===== config.mk =====
export PLATFORM = sky130hd
export DESIGN_NAME = rxt_core
export DESIGN_NICKNAME = d
export VERILOG_FILES = /design/src/rtl/rxt_regfile.v /design/src/rtl/rxt_alu.v /design/src/rtl/rxt_core.v
export VERILOG_INCLUDE_DIRS = /design/src /design/src/inc
export SDC_FILE = /design/constraint.sdc
export NUM_CORES = 1
export LEC_CHECK = 0
export ABC_AREA = 1
export BUFFER_PORTS_ARGS = -buffer_cell sky130_fd_sc_hd__buf_2
export CELL_PAD_IN_SITES_DETAIL_PLACEMENT = 0
export CELL_PAD_IN_SITES_GLOBAL_PLACEMENT = 1
export CORE_MARGIN = 8
export CORE_UTILIZATION = 47
export DETAILED_ROUTE_END_ITERATION = 16
export HOLD_SLACK_MARGIN = 0.05
export PLACE_DENSITY = 0.84
export SLEW_MARGIN = 10
export SYNTH_ARGS = -nofsm -noshare
export SYNTH_HDL_FRONTEND = slang
export SYNTH_SLANG_ARGS = --single-unit

===== constraint.sdc =====
create_clock -name sys_clk -period 3.8 [get_ports sys_clk]
set_input_delay 0.19 -clock sys_clk [delete_from_list [all_inputs] [get_ports sys_clk]]
set_output_delay 0.19 -clock sys_clk [all_outputs]
set_load 0.02 [all_outputs]

===== src/inc/rxt_map.vh =====
// constants for the instruction execute tail: offsets, fields, resets, opcodes
`ifndef RXT_MAP_VH
`define RXT_MAP_VH

// bus register byte offsets
`define RXT_OFF_CTRL       12'h000
`define RXT_OFF_FLAGS      12'h004
`define RXT_OFF_PC         12'h008
`define RXT_OFF_ACC        12'h00C
`define RXT_OFF_INSTR      12'h010

// control register fields and reset value
`define RXT_CTRL_RUN_BIT   0
`define RXT_CTRL_STEP_BIT  1
`define RXT_CTRL_RESET     1'b1

// flag register: layout, file address and reset value
`define RXT_FILE_FLAGS     5'h03
`define RXT_FLAG_Z         0
`define RXT_FLAG_DC        1
`define RXT_FLAG_C         2
`define RXT_FLAG_TIMEOUT   4
`define RXT_FLAG_PAGE_LO   5
`define RXT_FLAG_PAGE_HI   6
`define RXT_FLAGS_RESET    8'h18

// instruction word fields
`define RXT_DEST_BIT       5
`define RXT_DIR_FIRST      3'h5
`define RXT_DIR_COUNT      3
`define RXT_DIR_RESET      8'hFF
`define RXT_BUBBLE         12'h000
`define RXT_KICK_WORD      12'h004

// opcode groups
`define RXT_OP_JUMP        3'h5
`define RXT_OP_RETURN      4'h8
`define RXT_OP_LITERAL     4'hC
`define RXT_OP_DEC         6'h03
`define RXT_OP_INC         6'h0A
`define RXT_OP_DECSKIP     6'h0B
`define RXT_OP_INCSKIP     6'h0F
`define RXT_OP_OR          6'h04
`define RXT_OP_COPY        6'h08
`define RXT_OP_SUB         6'h02
`define RXT_OP_ROTL        6'h0D
`define RXT_OP_ROTR        6'h0C
`define RXT_OP_SWAP        6'h0E

// alu function select
`define RXT_ALU_COPY       3'h0
`define RXT_ALU_INC        3'h1
`define RXT_ALU_DEC        3'h2
`define RXT_ALU_OR         3'h3
`define RXT_ALU_SUB        3'h4
`define RXT_ALU_ROTL       3'h5
`define RXT_ALU_ROTR       3'h6
`define RXT_ALU_SWAP       3'h7

`endif


===== src/rtl/rxt_regfile.v =====
// data register file with registered, write-first read port
`timescale 1ns/10ps
module rxt_regfile #(
  parameter ADDR_W = 5,
  parameter DATA_W = 8
) (
  // clock and reset
  input  wire              sys_clk,
  input  wire              nrst,
  // write port
  input  wire              wrEn,
  input  wire [ADDR_W-1:0] wrAddr,
  input  wire [DATA_W-1:0] wrData,
  // read port
  input  wire [ADDR_W-1:0] rdAddr,
  output reg  [DATA_W-1:0] rdData
);

  reg [DATA_W-1:0] mem [0:(1<<ADDR_W)-1];

  always @(posedge sys_clk) begin
    if (wrEn) begin
      mem[wrAddr] <= wrData;
    end
  end

  // write-first so an operand fetched behind a write sees the new value
  always @(posedge sys_clk) begin
    if (!nrst) begin
      rdData <= {DATA_W{1'b0}};
    end else if (wrEn && (wrAddr == rdAddr)) begin
      rdData <= wrData;
    end else begin
      rdData <= mem[rdAddr];
    end
  end

endmodule


===== src/rtl/rxt_alu.v =====
// byte alu for the file-register instructions
`timescale 1ns/10ps
`include "rxt_map.vh"
module rxt_alu (
  // operands
  input  wire [2:0] aluSel,
  input  wire [7:0] fileVal,
  input  wire [7:0] accVal,
  input  wire       carryIn,
  // results
  output reg  [7:0] result,
  output reg        carryOut,
  output reg        digitCarryOut
);

  wire [8:0] subSum;
  wire [4:0] subNib;

  // two's complement: f + ~w + 1, carry means no borrow
  assign subSum = {1'b0, fileVal} + {1'b0, ~accVal} + 9'h001;
  assign subNib = {1'b0, fileVal[3:0]} + {1'b0, ~accVal[3:0]} + 5'h01;

  always @* begin
    result        = fileVal;
    carryOut      = carryIn;
    digitCarryOut = 1'b0;
    case (aluSel)
      `RXT_ALU_COPY: result = fileVal;
      `RXT_ALU_INC:  result = fileVal + 8'h01;
      `RXT_ALU_DEC:  result = fileVal - 8'h01;
      `RXT_ALU_OR:   result = fileVal | accVal;
      `RXT_ALU_SUB: begin
        result        = subSum[7:0];
        carryOut      = subSum[8];
        digitCarryOut = subNib[4];
      end
      `RXT_ALU_ROTL: begin
        result   = {fileVal[6:0], carryIn};
        carryOut = fileVal[7];
      end
      `RXT_ALU_ROTR: begin
        result   = {carryIn, fileVal[7:1]};
        carryOut = fileVal[0];
      end
      `RXT_ALU_SWAP: result = {fileVal[3:0], fileVal[7:4]};
      default:       result = fileVal;
    endcase
  end

endmodule


===== src/rtl/rxt_core.v =====
// fetch/execute pipeline and decoder for the second half of the instruction set
`timescale 1ns/10ps
`include "rxt_map.vh"
module rxt_core #(
  parameter PC_WIDTH  = 11,
  parameter FILE_ADDR = 5
) (
  // clock and reset
  input  wire                sys_clk,
  input  wire                nrst,
  // apb slave
  input  wire [11:0]         paddr,
  input  wire                psel,
  input  wire                penable,
  input  wire                pwrite,
  input  wire [31:0]         pwdata,
  output reg  [31:0]         prdata,
  output wire                pready,
  output wire                pslverr,
  // program memory
  output wire [PC_WIDTH-1:0] progAddr,
  input  wire [11:0]         progData,
  // return stack
  input  wire [PC_WIDTH-1:0] stackTop,
  output reg                 stackPop,
  // watchdog and port directions
  output reg                 watchdogClearOut,
  output wire [23:0]         portDirection
);

  // pipeline and architectural state
  reg  [PC_WIDTH-1:0] pcReg;
  reg  [11:0]         instrReg;
  reg                 instrValidReg;
  reg  [7:0]          accReg;
  reg  [7:0]          flagsReg;
  reg  [7:0]          flagsNext;
  reg                 runReg;
  reg                 stepReg;

  // decode outputs
  reg  [2:0]          aluSel;
  reg                 isAlu;
  reg                 updZero;
  reg                 updCarry;
  reg                 updDigit;
  reg                 skipOnZero;
  reg                 isJump;
  reg                 isReturn;
  reg                 isLiteral;
  reg                 isDirection;
  reg                 isKick;

  wire                advance;
  wire                exec;
  wire                flush;
  wire [4:0]          fileAddr;
  wire                destFile;
  wire [7:0]          literal;
  wire [7:0]          ramData;
  wire [7:0]          fileVal;
  wire [7:0]          aluResult;
  wire                aluCarry;
  wire                aluDigit;
  wire                aluZero;
  wire                fileWrite;
  wire                ramWrite;
  wire [4:0]          ramReadAddr;
  wire [10:0]         jumpFull;
  wire [PC_WIDTH-1:0] jumpTarget;
  wire                apbSetup;
  wire                apbAccess;
  reg  [31:0]         readValue;
  reg                 addrHit;

  // stalled core holds every stage; a step pulse advances it once
  assign advance  = runReg | stepReg;
  assign exec     = advance & instrValidReg;
  assign fileAddr = instrReg[4:0];
  assign destFile = instrReg[`RXT_DEST_BIT];
  assign literal  = instrReg[7:0];
  assign progAddr = pcReg;

  // the flag register lives in the core, not in the ram
  assign fileVal  = (fileAddr == `RXT_FILE_FLAGS) ? flagsReg : ramData;
  assign aluZero  = (aluResult == 8'h00);

  // decode of the current execute-stage word
  always @* begin
    aluSel      = `RXT_ALU_COPY;
    isAlu       = 1'b0;
    updZero     = 1'b0;
    updCarry    = 1'b0;
    updDigit    = 1'b0;
    skipOnZero  = 1'b0;
    isJump      = 1'b0;
    isReturn    = 1'b0;
    isLiteral   = 1'b0;
    isDirection = 1'b0;
    isKick      = 1'b0;
    if (instrReg[11:9] == `RXT_OP_JUMP) begin
      isJump = 1'b1;
    end else if (instrReg[11:8] == `RXT_OP_RETURN) begin
      isReturn = 1'b1;
    end else if (instrReg[11:8] == `RXT_OP_LITERAL) begin
      isLiteral = 1'b1;
    end else if (instrReg == `RXT_KICK_WORD) begin
      isKick = 1'b1;
    end else if ((instrReg[11:3] == 9'h000) && (instrReg[2:0] >= `RXT_DIR_FIRST)) begin
      isDirection = 1'b1;
    end else begin
      case (instrReg[11:6])
        `RXT_OP_DEC: begin
          aluSel  = `RXT_ALU_DEC;
          isAlu   = 1'b1;
          updZero = 1'b1;
        end
        `RXT_OP_INC: begin
          aluSel  = `RXT_ALU_INC;
          isAlu   = 1'b1;
          updZero = 1'b1;
        end
        `RXT_OP_DECSKIP: begin
          aluSel     = `RXT_ALU_DEC;
          isAlu      = 1'b1;
          skipOnZero = 1'b1;
        end
        `RXT_OP_INCSKIP: begin
          aluSel     = `RXT_ALU_INC;
          isAlu      = 1'b1;
          skipOnZero = 1'b1;
        end
        `RXT_OP_OR: begin
          aluSel  = `RXT_ALU_OR;
          isAlu   = 1'b1;
          updZero = 1'b1;
        end
        `RXT_OP_COPY: begin
          aluSel  = `RXT_ALU_COPY;
          isAlu   = 1'b1;
          updZero = 1'b1;
        end
        `RXT_OP_SUB: begin
          aluSel   = `RXT_ALU_SUB;
          isAlu    = 1'b1;
          updZero  = 1'b1;
          updCarry = 1'b1;
          updDigit = 1'b1;
        end
        `RXT_OP_ROTL: begin
          aluSel   = `RXT_ALU_ROTL;
          isAlu    = 1'b1;
          updCarry = 1'b1;
        end
        `RXT_OP_ROTR: begin
          aluSel   = `RXT_ALU_ROTR;
          isAlu    = 1'b1;
          updCarry = 1'b1;
        end
        `RXT_OP_SWAP: begin
          aluSel = `RXT_ALU_SWAP;
          isAlu  = 1'b1;
        end
        default: begin
          isAlu = 1'b0;
        end
      endcase
    end
  end

  rxt_alu uAlu (
    .aluSel        (aluSel),
    .fileVal       (fileVal),
    .accVal        (accReg),
    .carryIn       (flagsReg[`RXT_FLAG_C]),
    .result        (aluResult),
    .carryOut      (aluCarry),
    .digitCarryOut (aluDigit)
  );

  // result steering
  assign fileWrite = exec & isAlu & destFile;
  assign ramWrite  = fileWrite & (fileAddr != `RXT_FILE_FLAGS);

  // operand read is issued with the fetch so it lines up with execute
  assign ramReadAddr = advance ? progData[4:0] : instrReg[4:0];

  rxt_regfile #(
    .ADDR_W (FILE_ADDR),
    .DATA_W (8)
  ) uFile (
    .sys_clk (sys_clk),
    .nrst    (nrst),
    .wrEn    (ramWrite),
    .wrAddr  (fileAddr[FILE_ADDR-1:0]),
    .wrData  (aluResult),
    .rdAddr  (ramReadAddr[FILE_ADDR-1:0]),
    .rdData  (ramData)
  );

  // narrow counters simply drop the page bits
  assign jumpFull   = {flagsReg[`RXT_FLAG_PAGE_HI:`RXT_FLAG_PAGE_LO], instrReg[8:0]};
  assign jumpTarget = jumpFull[PC_WIDTH-1:0];

  // a taken branch or skip voids the word fetched behind it
  assign flush = exec & (isJump | isReturn | (skipOnZero & aluZero));

  // flag update; file write first, then hardware flag effects on top
  always @* begin
    flagsNext = flagsReg;
    if (fileWrite && (fileAddr == `RXT_FILE_FLAGS)) begin
      flagsNext = aluResult;
    end
    if (exec && updZero) begin
      flagsNext[`RXT_FLAG_Z] = aluZero;
    end
    if (exec && updCarry) begin
      flagsNext[`RXT_FLAG_C] = aluCarry;
    end
    if (exec && updDigit) begin
      flagsNext[`RXT_FLAG_DC] = aluDigit;
    end
    if (exec && isKick) begin
      flagsNext[`RXT_FLAG_TIMEOUT] = 1'b1;
    end
  end

  // fetch stage and program counter
  always @(posedge sys_clk) begin
    if (!nrst) begin
      pcReg         <= {PC_WIDTH{1'b0}};
      instrReg      <= `RXT_BUBBLE;
      instrValidReg <= 1'b0;
    end else if (advance) begin
      instrReg <= progData;
      if (exec && isJump) begin
        pcReg <= jumpTarget;
      end else if (exec && isReturn) begin
        pcReg <= stackTop;
      end else begin
        pcReg <= pcReg + {{(PC_WIDTH-1){1'b0}}, 1'b1};
      end
      instrValidReg <= ~flush;
    end
  end

  // accumulator, flags and side outputs
  always @(posedge sys_clk) begin
    if (!nrst) begin
      accReg           <= 8'h00;
      flagsReg         <= `RXT_FLAGS_RESET;
      stackPop         <= 1'b0;
      watchdogClearOut <= 1'b0;
    end else begin
      flagsReg         <= flagsNext;
      stackPop         <= exec & isReturn;
      watchdogClearOut <= exec & isKick;
      if (exec && isAlu && !destFile) begin
        accReg <= aluResult;
      end else if (exec && (isLiteral || isReturn)) begin
        accReg <= literal;
      end
    end
  end

  // port direction registers, one per selectable file
  genvar g;
  generate
    for (g = 0; g < `RXT_DIR_COUNT; g = g + 1) begin : gDir
      reg [7:0] dirReg;
      always @(posedge sys_clk) begin
        if (!nrst) begin
          dirReg <= `RXT_DIR_RESET;
        end else if (exec && isDirection && (instrReg[2:0] == (`RXT_DIR_FIRST + g))) begin
          dirReg <= accReg;
        end
      end
      assign portDirection[8*g+7:8*g] = dirReg;
    end
  endgenerate

  // apb slave: zero wait states, read data captured in setup
  assign apbSetup  = psel & ~penable;
  assign apbAccess = psel & penable;
  assign pready    = 1'b1;
  assign pslverr   = apbAccess & ~addrHit;

  always @* begin
    readValue = 32'h0000_0000;
    addrHit   = 1'b1;
    if (paddr == `RXT_OFF_CTRL) begin
      readValue[`RXT_CTRL_RUN_BIT] = runReg;
    end else if (paddr == `RXT_OFF_FLAGS) begin
      readValue[7:0] = flagsReg;
    end else if (paddr == `RXT_OFF_PC) begin
      readValue[PC_WIDTH-1:0] = pcReg;
    end else if (paddr == `RXT_OFF_ACC) begin
      readValue[7:0] = accReg;
    end else if (paddr == `RXT_OFF_INSTR) begin
      readValue[11:0] = instrReg;
      readValue[16]   = instrValidReg;
    end else begin
      addrHit = 1'b0;
    end
  end

  always @(posedge sys_clk) begin
    if (!nrst) begin
      prdata <= 32'h0000_0000;
    end else if (apbSetup && !pwrite) begin
      prdata <= readValue;
    end
  end

  // control: run level and a self-clearing single-step pulse
  always @(posedge sys_clk) begin
    if (!nrst) begin
      runReg  <= `RXT_CTRL_RESET;
      stepReg <= 1'b0;
    end else if (apbAccess && pwrite && (paddr == `RXT_OFF_CTRL)) begin
      runReg  <= pwdata[`RXT_CTRL_RUN_BIT];
      stepReg <= pwdata[`RXT_CTRL_STEP_BIT] & ~pwdata[`RXT_CTRL_RUN_BIT];
    end else begin
      stepReg <= 1'b0;
    end
  end

endmodule


Word level (Yosys, flattened, before mapping)
Memory sizes are Yosys's and may differ from the RTL's. A register that Yosys moved wholly into a read port is not among the register bits.
Index checks and enable logic that the tools add are counted.
{"block": "word_totals", "regBits": 81, "ram_bits": 256, "in_bits": 72, "output_inout_bits": 71, "elab_cells": 208, "mem_count": 1}
{"name": "uFile.mem", "words": 32, "word_bits": 8, "read_ports": 1, "rd_ports_with_merged_regs": 1, "write_ports": 1, "line": "rxt_regfile.v:19", "source": "reg [DATA_W-1:0] mem [0:(1<<ADDR_W)-1];"}
{"block": "op_classes", "addsub": 7, "magnitude_cmp": 1, "n_eq_ne": 31, "muxes": 89, "n_bitwise": 23, "reduce_logical": 39}
{"operator": "$pmux 8 s8", "n": 1}
{"operator": "$mux 1", "n": 63}
{"operator": "$mux 12", "n": 5}
{"operator": "$mux 11", "n": 4}
{"operator": "$eq 6x4->1 const B", "n": 7}
{"operator": "$mux 8", "n": 5}
{"operator": "$eq 12x3->1 const B", "n": 2}
{"operator": "$eq 12x4->1 const B", "n": 2}
{"operator": "$eq 3x3->1 const B", "n": 8}
{"operator": "$pmux 3 s7", "n": 1}
{"operator": "$logic_and 1x1->1", "n": 18}
{"operator": "$mux 3", "n": 6}
{"operator": "$and 1x1->1", "n": 12}
{"operator": "$eq 12x5->1 const B", "n": 1}
{"operator": "$eq 6x2->1 const B", "n": 2}
{"operator": "$logic_not 12->1", "n": 1}
{"operator": "$add 11x1->11 const B", "n": 1}
{"operator": "$reduce_or 10->1", "n": 1}
{"operator": "$add 8x8->9", "n": 1}
{"operator": "$add 9x1->9 const B", "n": 1}
{"operator": "$logic_not 9->1", "n": 1}
{"operator": "$add 8x1->8 const B", "n": 1}
{"operator": "$eq 4x4->1 const B", "n": 2}
{"operator": "$logic_not 8->1", "n": 1}
{"operator": "other kinds (26)", "n": 43}

Logic depth before layout (Yosys ltp)
Gate-level depths: netlist of the first run.
{"block": "depth", "depth_word": 15, "depth_mapped": 25, "depth_no_buf": 23}

Modules after synthesis
From an unflattened synthesis of the first run, not the netlist that was laid out.
{"block": "unflattened", "hier_cells": 1805, "area_unflattened_um2": 16575.9}
{"module": "rxt_regfile", "n_inst": 1, "cells_each": 934, "area_each_um2": 10797.9, "seq_area_each_um2": 7847.5}
{"module": "rxt_core", "n_inst": 1, "cells_each": 638, "area_each_um2": 4460.5, "seq_area_each_um2": 1621.6}
{"module": "rxt_alu", "n_inst": 1, "cells_each": 233, "area_each_um2": 1317.5, "seq_area_each_um2": 0.0}

Least setup slack after synthesis of the first run
No wires, ideal clock.
{"block": "synth_timing", "path_kind": "register -> register", "start": "register instrReg[2]", "end": "register instrValidReg", "setup_ns": 0.120, "arrival_time_ns": 3.073, "t_required_ns": 3.680, "setup_slack_ns": 0.607, "stages_incl_launch_ff": 20, "n_path_buf": 2, "synth_period_minus_slack_ns": 3.193, "path_cell_list": "dfxtp_1 buf_2 inv_4 nand3_4 buf_6 nand2_2 nand2_2 ha_1 inv_1 fa_1 xor2_1 o21ai_0 a21oi_1 nand3_1 nor2_1 nand3_1 nor2_1 nand3_1 nand2_1 a21oi_1"}
{"block": "synth_via", "elab_chain_cells": 14, "elab_cells_between_ends": 34, "cone_classes": "4 x add/sub; 1 x order compare; 9 x eq/ne; 12 x mux; 5 x bitwise; 3 x reduce/logical"}
{"element": "start, declared", "line": "rxt_core.v:33", "source": "reg [11:0] instrReg;"}
{"element": "start signal, assigned", "line": "rxt_core.v:232", "source": "instrReg <= `RXT_BUBBLE;"}
{"element": "start signal, assigned", "line": "rxt_core.v:235", "source": "instrReg <= progData;"}
{"element": "parallel branches: the longest is 8 deep, another holds $add 8x8->9"}
{"element": "$pmux 8 s8 (*)", "line": "rxt_alu.v:27", "source": "case (aluSel)"}
{"element": "via aluResult[2]", "line": "rxt_core.v:62", "source": "wire [7:0] aluResult;"}
{"element": "$logic_not 8->1 (*)", "line": "rxt_core.v:86", "source": "assign aluZero = (aluResult == 8'h00);"}
{"element": "$and 1x1->1 (*)", "line": "rxt_core.v:206", "source": "assign flush = exec & (isJump | isReturn | (skipOnZero & aluZero));"}
{"element": "$or 1x1->1 (*)", "line": "rxt_core.v:206"}
{"element": "$and 1x1->1 (*)", "line": "rxt_core.v:206"}
{"element": "$not 1->1 (*)", "line": "rxt_core.v:243", "source": "instrValidReg <= ~flush;"}
{"element": "end signal, assigned", "line": "rxt_core.v:243"}
{"element": "end, declared", "line": "rxt_core.v:34", "source": "reg instrValidReg;"}
Mark *: on every way through the listed nets, which the timed path passes.
A chain may end at the register's enable or synchronous reset.

Final worst setup path of the first run
{"block": "layout_timing", "start": "register instrReg[3]", "end": "memory uFile.mem[29][6] (data pin)"}
{"block": "layout_via", "elab_chain_cells": 9, "elab_cells_between_ends": 24, "cone_classes": "4 x add/sub; 9 x eq/ne; 7 x mux; 1 x bitwise; 3 x reduce/logical"}
{"element": "parallel branches: the longest is 8 deep, another holds $add 8x8->9"}
{"element": "$pmux 8 s8 (*)", "line": "rxt_alu.v:27"}
{"element": "via aluResult[6]", "line": "rxt_core.v:62"}
{"element": "end, declared", "line": "rxt_regfile.v:19"}
Marks and branches as above.

==> results of run 1 <==
## layer usage
layer	wire length (um)	GRT usage, %	share of wire, %	vias to the layer above
met2	21800	36.4	48	560
met1	18900	28.7	41	6146
li1	-	-	-	5987
met4	1490	8.07	3.3	2
met5	13	0	0.028	-
met3	3670	3.74	8.0	107
## flip-flops by register name, summed over array words and instances, names as in the netlist
| signal | cells |
|---|---|
| uFile.mem | 256 |
| gDir.dirReg | 24 |
| prdata | 13 |
| instrReg | 12 |
| progAddr | 11 |
| accReg | 8 |
| flagsReg | 8 |
| uFile.rdData | 8 |
| instrValidReg | 1 |
| runReg | 1 |
| stackPop | 1 |
| stepReg | 1 |
| watchdogClearOut | 1 |
## power by group
group / switching (mW) / internal, mW / total [mW]
clock network: 1.44 / 2.02 / 3.46
registers: 0.0326 / 4.19 / 4.22
logic: 0.705 / 0.263 / 0.968
total: 2.18 / 6.47 / 8.65
## path summary, 6_finish.rpt
kind | to | start
worst max-delay path | uFile.mem[29][6]$_DFFE_PP_ | instrReg[3]$_SDFFE_PN0N_
worst min-delay path | progAddr[8]$_SDFFE_PN0N_ | stackTop[8]
worst min register to register | accReg[7]$_SDFFE_PN0P_ | accReg[7]$_SDFFE_PN0P_
worst max register to register | uFile.mem[29][6]$_DFFE_PP_ | instrReg[3]$_SDFFE_PN0N_
## per-stage QoR
stage               instances  utilization, %  setup WS, ns  power, mW  hold WS (ns)
floorplan                1639               -         0.607       4.90         0.334
detailed placement       2142            51.2         0.403       5.25         0.457
global route             2218            55.0         0.185       8.95        0.0663
finish                   2219            55.0         0.333       8.65        0.0576
global placement         2142            51.2         0.468       5.23         0.453
CTS                      2218            55.0         0.393       8.68        0.0571
## cell families (layout without fill, tap and decap cells)
family                     after synthesis  in the layout  synth area share (%)
and+or+nand+nor                        608            608                  16.9
AOI/OAI and AO/OA                      394            394                  15.2
DFF                                    345            345                  58.9
buffers and inverters                  229            360                  6.45
adders and majority gates               25             25                  2.04
xor gates and xnor gates                10             10                 0.545
other                                    2             29                0.0467
## Yosys cell counts (23+ instances only)
cell and count:
a21oi_1 62, ha_1 23, o211ai_1 30, edfxtp_1 256
o221ai_1 71, inv_1 108, o21ai_0 177, buf_2 26
dfxtp_1 89, clkbuf_1 39, nand3_1 127, buf_4 28
nor2_1 233, nand2_1 181
## cells in the final DEF, fill, tap and decap left out, drive strengths merged, types with 13 or more instances in the layout
cell type	count
nand4	15
dfxtp	89
nand2	192
o221ai	71
clkbuf	44
conb	28
ha	23
dlygate4sd3	13
nand3	131
o21ai	192
edfxtp	256
buf	156
inv	128
clkinv	16
nor3	15
o211ai	30
nor2	246
a21oi	66
## worst min-delay path: cells and delay by family
kind | cells | cell delay, ns
AOI/OAI and AO/OA | 2 | 0.23
buffers and inverters | 1 | 0.10
## cell type report
class | count | area [um^2]
repair buffers | 169 | 1120
multi-input cells | 1065 | 5690
flip-flops and latches | 345 | 9470
clock inverters | 19 | 200
clock buffers | 44 | 961
fillers | 2910 | 15100
well taps | 448 | 561
diodes | 1 | 2.50
inverters | 128 | 487
## repair_timing
action,CTS,global route
hold buffers,13,0
endpoints found under the hold margin,9,0
endpoints found under the setup margin,0,0
==> metrics.md, run 1 <==
| Metric | Value |
|---|---|
| Overflow after GRT | `0` |
| Vias in the first global route | `12,500` |
| Initial antenna violation count | `1` |
| Clk slew on worst S/H paths | `0.07 ns` |
| First-pass GRT wire length | `70.4 mm` |
| Clock sink count | `345` |
| Share of cells above drive strength 1 | `15.0%` |
| Power per cell area | `468 nW/um^2` |
| Iter 0 DRT Violations | `1,271` |
| Drc violations | `0` |
| Worst path slowest cell | `fa_1` |
| Port Buffers | `92` |
| Post-CTS setup buffers | `0` |
| Routed vias | `12,800` |
| Cells along the critical path | `nor2_8, nand4_1, nand2_2, ha_1, inv_1, fa_1, nand3_1, nand4_1, nand3_1, nand3_1, o21ai_1, inv_1, buf_4` |
| Num CTS Buffers | `36` |
| Max-slew violations | `0` |
| CTS tree | `done` |
| Leak Pwr | `6.99 nW` |
| Setup tns final | `0 ns` |
| Cell variety after synth | `52` |
| Root Driver | `clkbuf_16` |
| CP Class | `register to register` |
| Die W | `201 um` |
| Crit path time final | `3.47 ns` |
| Final hold vios | `0` |
| Area after DPL | `17,200 um^2` |
| Ys Warns | `0` |
| Antenna-violating nets left | `0` |
| Buf+Inv Stages, Crit Path | `3` |
| Routed len/inst | `20.7 um` |
| Ys flop type | `edfxtp_1` |
| CP Data Required Time | `4.05 ns` |
| Most used cell, CP | `nand3_1` |
| Vias per cell | `5.77` |
| Synth top area cells | `edfxtp_1, dfxtp_1, o21ai_0` |
| Post-DP HPWL | `30.6 mm` |
| Area share of the largest cell type after synthesis | `47.8%` |
| Critical path depth | `13` |
| CP delay by family, top | `simple AND/OR/NAND/NOR gates` |
| Largest net degree at the start of global routing | `130` |
| Gr usage total | `22.0%` |
| CP Capture Type | `register` |
| Die Y | `201 um` |
| H-tree levels | `2` |
| Worst hold-check path type | `input pin to register` |
| Rows | `67` |
| R2R setup slack | `0.33 ns` |
| Crit path arrival time | `3.71 ns` |
| Die area | `40,400 um^2` |
| Worst slew pin tran | `0.871 ns` |
| Core ar. | `33,600 um^2` |
| Synth Instances | `1,613` |
| Post-CTS sizing | `0` |
| First drt pass iteration count | `6` |
| Max Cap Viol | `0` |
| Post-synthesis instance area | `16,100 um^2` |
| Post-synthesis average cell area | `9.97 um^2` |
| Max stage delay on crit path | `0.45 ns` |
| Worst skew pair latency | `0.54 ns` |
| Nets | `1,842` |
| Final worst-path cycle share | `91.2%` |
| #FFs+latches synth | `345` |
| Hold depth | `3` |
| Unrepaired setup endpoints after global routing | `false` |
| Peak VDD IR | `309 uV` |
| Path depth of the worst reg2reg path | `13` |
| EDFF count, synth | `256` |
| CP Launch Type | `register` |
| Clk buf depth | `3` |
| Post-Route WL | `45.8 mm` |
| Layout area overhead | `15.0%` |
| Finished Cell Area | `18,500 um^2` |
| Final setup fails | `0` |
| Sequential share of the synthesized area | `58.9%` |
| Cell taking the most area after synthesis | `edfxtp_1` |
| Routability Congestion | `0.923` |
| Synth async-reset ratio | `0%` |
| Initial Util | `47.8%` |
| Clk_skew | `0.0271 ns` |
| IO Pins | `143` |
| Max FO, Critical Path | `24` |
| Status | `completed` |
| Worst slew margin | `41.9%` |
| Max Freq | `288 MHz` |
Note: power is estimated with default switching activity, not from simulation.
==> run 2, diff against run 1 <==
Settings changed: ABC_AREA 1 to unset, CORE_UTILIZATION 47 to 49.
==> run 2 against run 1 <==
Non-clock buffer count grew 53. Synthesized cell count shrank 26%. Cell area grew 1.3%. Register-to-register slack lost 0.20 ns. Power shrank 1.9%. Clock power shrank 5%. Sequential power is essentially flat. Clock-buffer cell count is the same.
==> metrics.md, run 2 <==
| Metric | Value |
|---|---|
| Status | `completed` |
| CP Class | `register to register` |
| Ys Warns | `0` |
| Vias in the first global route | `10,800` |
| Final Worst Setup Slack | `0.135 ns` |
| Ys flop type | `edfxtp_1` |
| Initial antenna violation count | `0` |
| Final worst-path cycle share | `96.5%` |
| First drt pass iteration count | `8` |
| Hold_ws | `0.0679 ns` |
| Power per cell area | `453 nW/um^2` |
| Synth Instances | `1,195` |
| Setup tns final | `0 ns` |
| H-tree levels | `2` |
| Leading cell type in the layout, fill and taps excluded | `edfxtp_1` |
| IO Pins | `143` |
| Core ar. | `31,600 um^2` |
| Non-Filler Instances | `1,816` |
| Iter 0 DRT Violations | `821` |
| Max Freq | `273 MHz` |
| Clock sink count | `345` |
| Peak VDD IR | `372 uV` |
| CTS tree | `done` |
| Overflow after GRT | `0` |
| Post-DP HPWL | `28.5 mm` |
| Reg with most FFs | `uFile.mem` |
| Post-Route WL | `41.3 mm` |
| Routed vias | `10,700` |
| Nets | `1,485` |
| Cell variety after synth | `77` |
| Top flop regs | `uFile.mem (256), gDir.dirReg (24), prdata (13)` |
| Root Driver | `clkbuf_16` |
| Placed Cells | `1,741` |
| Crit path arrival time | `4.03 ns` |
| Worst skew pair latency | `0.53 ns` |
| CP Capture Type | `register` |
| Worst hold-check path type | `input pin to register` |
| Area after DPL | `17,500 um^2` |
| Final setup fails | `0` |
| Largest net degree at the start of global routing | `61` |
| Layout Utilization | `59.2%` |
| Top post-synthesis cells by count | `edfxtp_1, nor2_1, nand2_1` |
| CP Launch Type | `register` |
| Max Cap Viol | `0` |
| Layout fillers | `2,435` |
| Port Buffers | `92` |
| Die area | `38,200 um^2` |
| Crit path time final | `3.67 ns` |
| Max reg flops | `256` |
| Initial Util | `49.8%` |
| Sequential share of the synthesized area | `60.1%` |
| Worst slew pin tran | `1.17 ns` |
| Antenna-violating nets left | `0` |
| Unrepaired setup endpoints after global routing | `true` |
| Drc violations | `0` |
| Pwr Total | `8.49 mW` |
| Gr usage total | `21.3%` |
| Share of cells above drive strength 1 | `26.8%` |
| First-pass GRT wire length | `63.7 mm` |
| # diodes | `0` |
| EDFF count, synth | `256` |
| Layout area overhead | `18.9%` |
| Max-slew violations | `0` |
| Post-Place Worst Slack | `-0.0116 ns` |
| Synth top area cells | `edfxtp_1, dfxtp_1, mux4_2` |
| #FFs+latches synth | `345` |
| Die Y | `195 um` |
| Finished Cell Area | `18,700 um^2` |
| Clk_skew | `0.0109 ns` |
| Post-synthesis instance area | `15,800 um^2` |
| Final hold vios | `0` |
| Leak Pwr | `6.70 nW` |
| Vias per cell | `5.90` |
| Post-synthesis average cell area | `13.2 um^2` |
| Clk slew on worst S/H paths | `0.06 ns` |
| Num CTS Buffers | `36` |
| Routed len/inst | `22.7 um` |
| Die W | `195 um` |
| Routability Congestion | `0.949` |
| Worst slew margin | `21.7%` |
| Most frequent cells in the layout | `edfxtp_1, buf_4, nor2_1` |
| Cell taking the most area after synthesis | `edfxtp_1` |
| Area share of the largest cell type after synthesis | `48.8%` |
| Synth async-reset ratio | `0%` |
| CP Data Required Time | `4.17 ns` |
| Most numerous cell in the Yosys netlist | `edfxtp_1` |
| Clk buf depth | `3` |
| Rows | `65` |
| Max FO, Critical Path | `32` |
[run 2: what timing repair did]
| action | in CTS | in global routing |
|---|---|---|
| hold buffers | 10 | 0 |
| gates resized for setup | 3 | 13 |
| endpoints found under the setup margin | 34 | 40 |
| gates cloned | 0 | 0 |
| buffers inserted | 0 | 1 |
| endpoints found under the hold margin | 9 | 0 |
| pin swaps | 1 | 3 |
[run 2: final timing paths]
check | from | to | slack, ns | cells after the start
worst max-delay path | instrReg[2]$_SDFFE_PN0N_ | uFile.mem[27][7]$_DFFE_PP_ | 0.13 | 13
worst min register to register | prdata[11]$_SDFFE_PN0P_ | prdata[11]$_SDFFE_PN0P_ | 0.46 | 2
worst max register to register | instrReg[2]$_SDFFE_PN0N_ | uFile.mem[27][7]$_DFFE_PP_ | 0.13 | 13
worst min-delay path | pwrite | prdata[0]$_SDFFE_PN0P_ | 0.07 | 3
[run 2: metal layers]
| layer | routed length (um) | vias up | GRT usage, % |
|---|---|---|---|
| li1 | - | 4918 | - |
| met1 | 17100 | 5304 | 27.1 |
| met2 | 20100 | 415 | 35.7 |
| met3 | 2680 | 78 | 3.89 |
| met4 | 1410 | 0 | 8.48 |
| met5 | 0 | - | 0 |
[run 2: worst max-delay path: stages (launching register included)]
cell and delay [ns]:
dfxtp_1 0.31, or3_4 0.44, nor2_4 0.14, mux2i_2 0.28, inv_2 0.09, ha_2 0.20
or3_1 0.36, o221a_2 0.26, or3_1 0.32, a21boi_2 0.22, o32ai_1 0.11, a311o_2 0.43
clkinvlp_4 0.13, buf_12 0.18
[run 2: cells by family after synthesis]
| logic type | count (synthesis) | synth area share [%] |
|---|---|---|
| xor gates and xnor gates | 20 | 1.11 |
| buffers and inverters | 124 | 3.66 |
| other | 2 | 0.0477 |
| DFF | 345 | 60.1 |
| muxes | 129 | 13.4 |
| and+or+nand+nor | 331 | 10.0 |
| adders and majority gates | 25 | 2.08 |
| AOI/OAI and AO/OA | 219 | 9.65 |
[run 2: layout make-up]
| class | instances | area (um^2) | area share [%] |
|---|---|---|---|
| Clock buffer | 44 | 961 | 5.13 |
| Timing Repair Buffer | 222 | 1530 | 8.18 |
| Clock inverter | 20 | 141 | 0.755 |
| Inverter | 31 | 120 | 0.641 |
| Sequential cell | 345 | 9470 | 50.6 |
| Multi-Input combinational cell | 752 | 6000 | 32.1 |
| Tap cell | 402 | 503 | 2.69 |
[run 2: report_power, final]
| group | internal, mW | switching [mW] |
|---|---|---|
| Sequential | 4.17 | 0.0388 |
| Combinational | 0.380 | 0.599 |
| Clock | 1.88 | 1.43 |
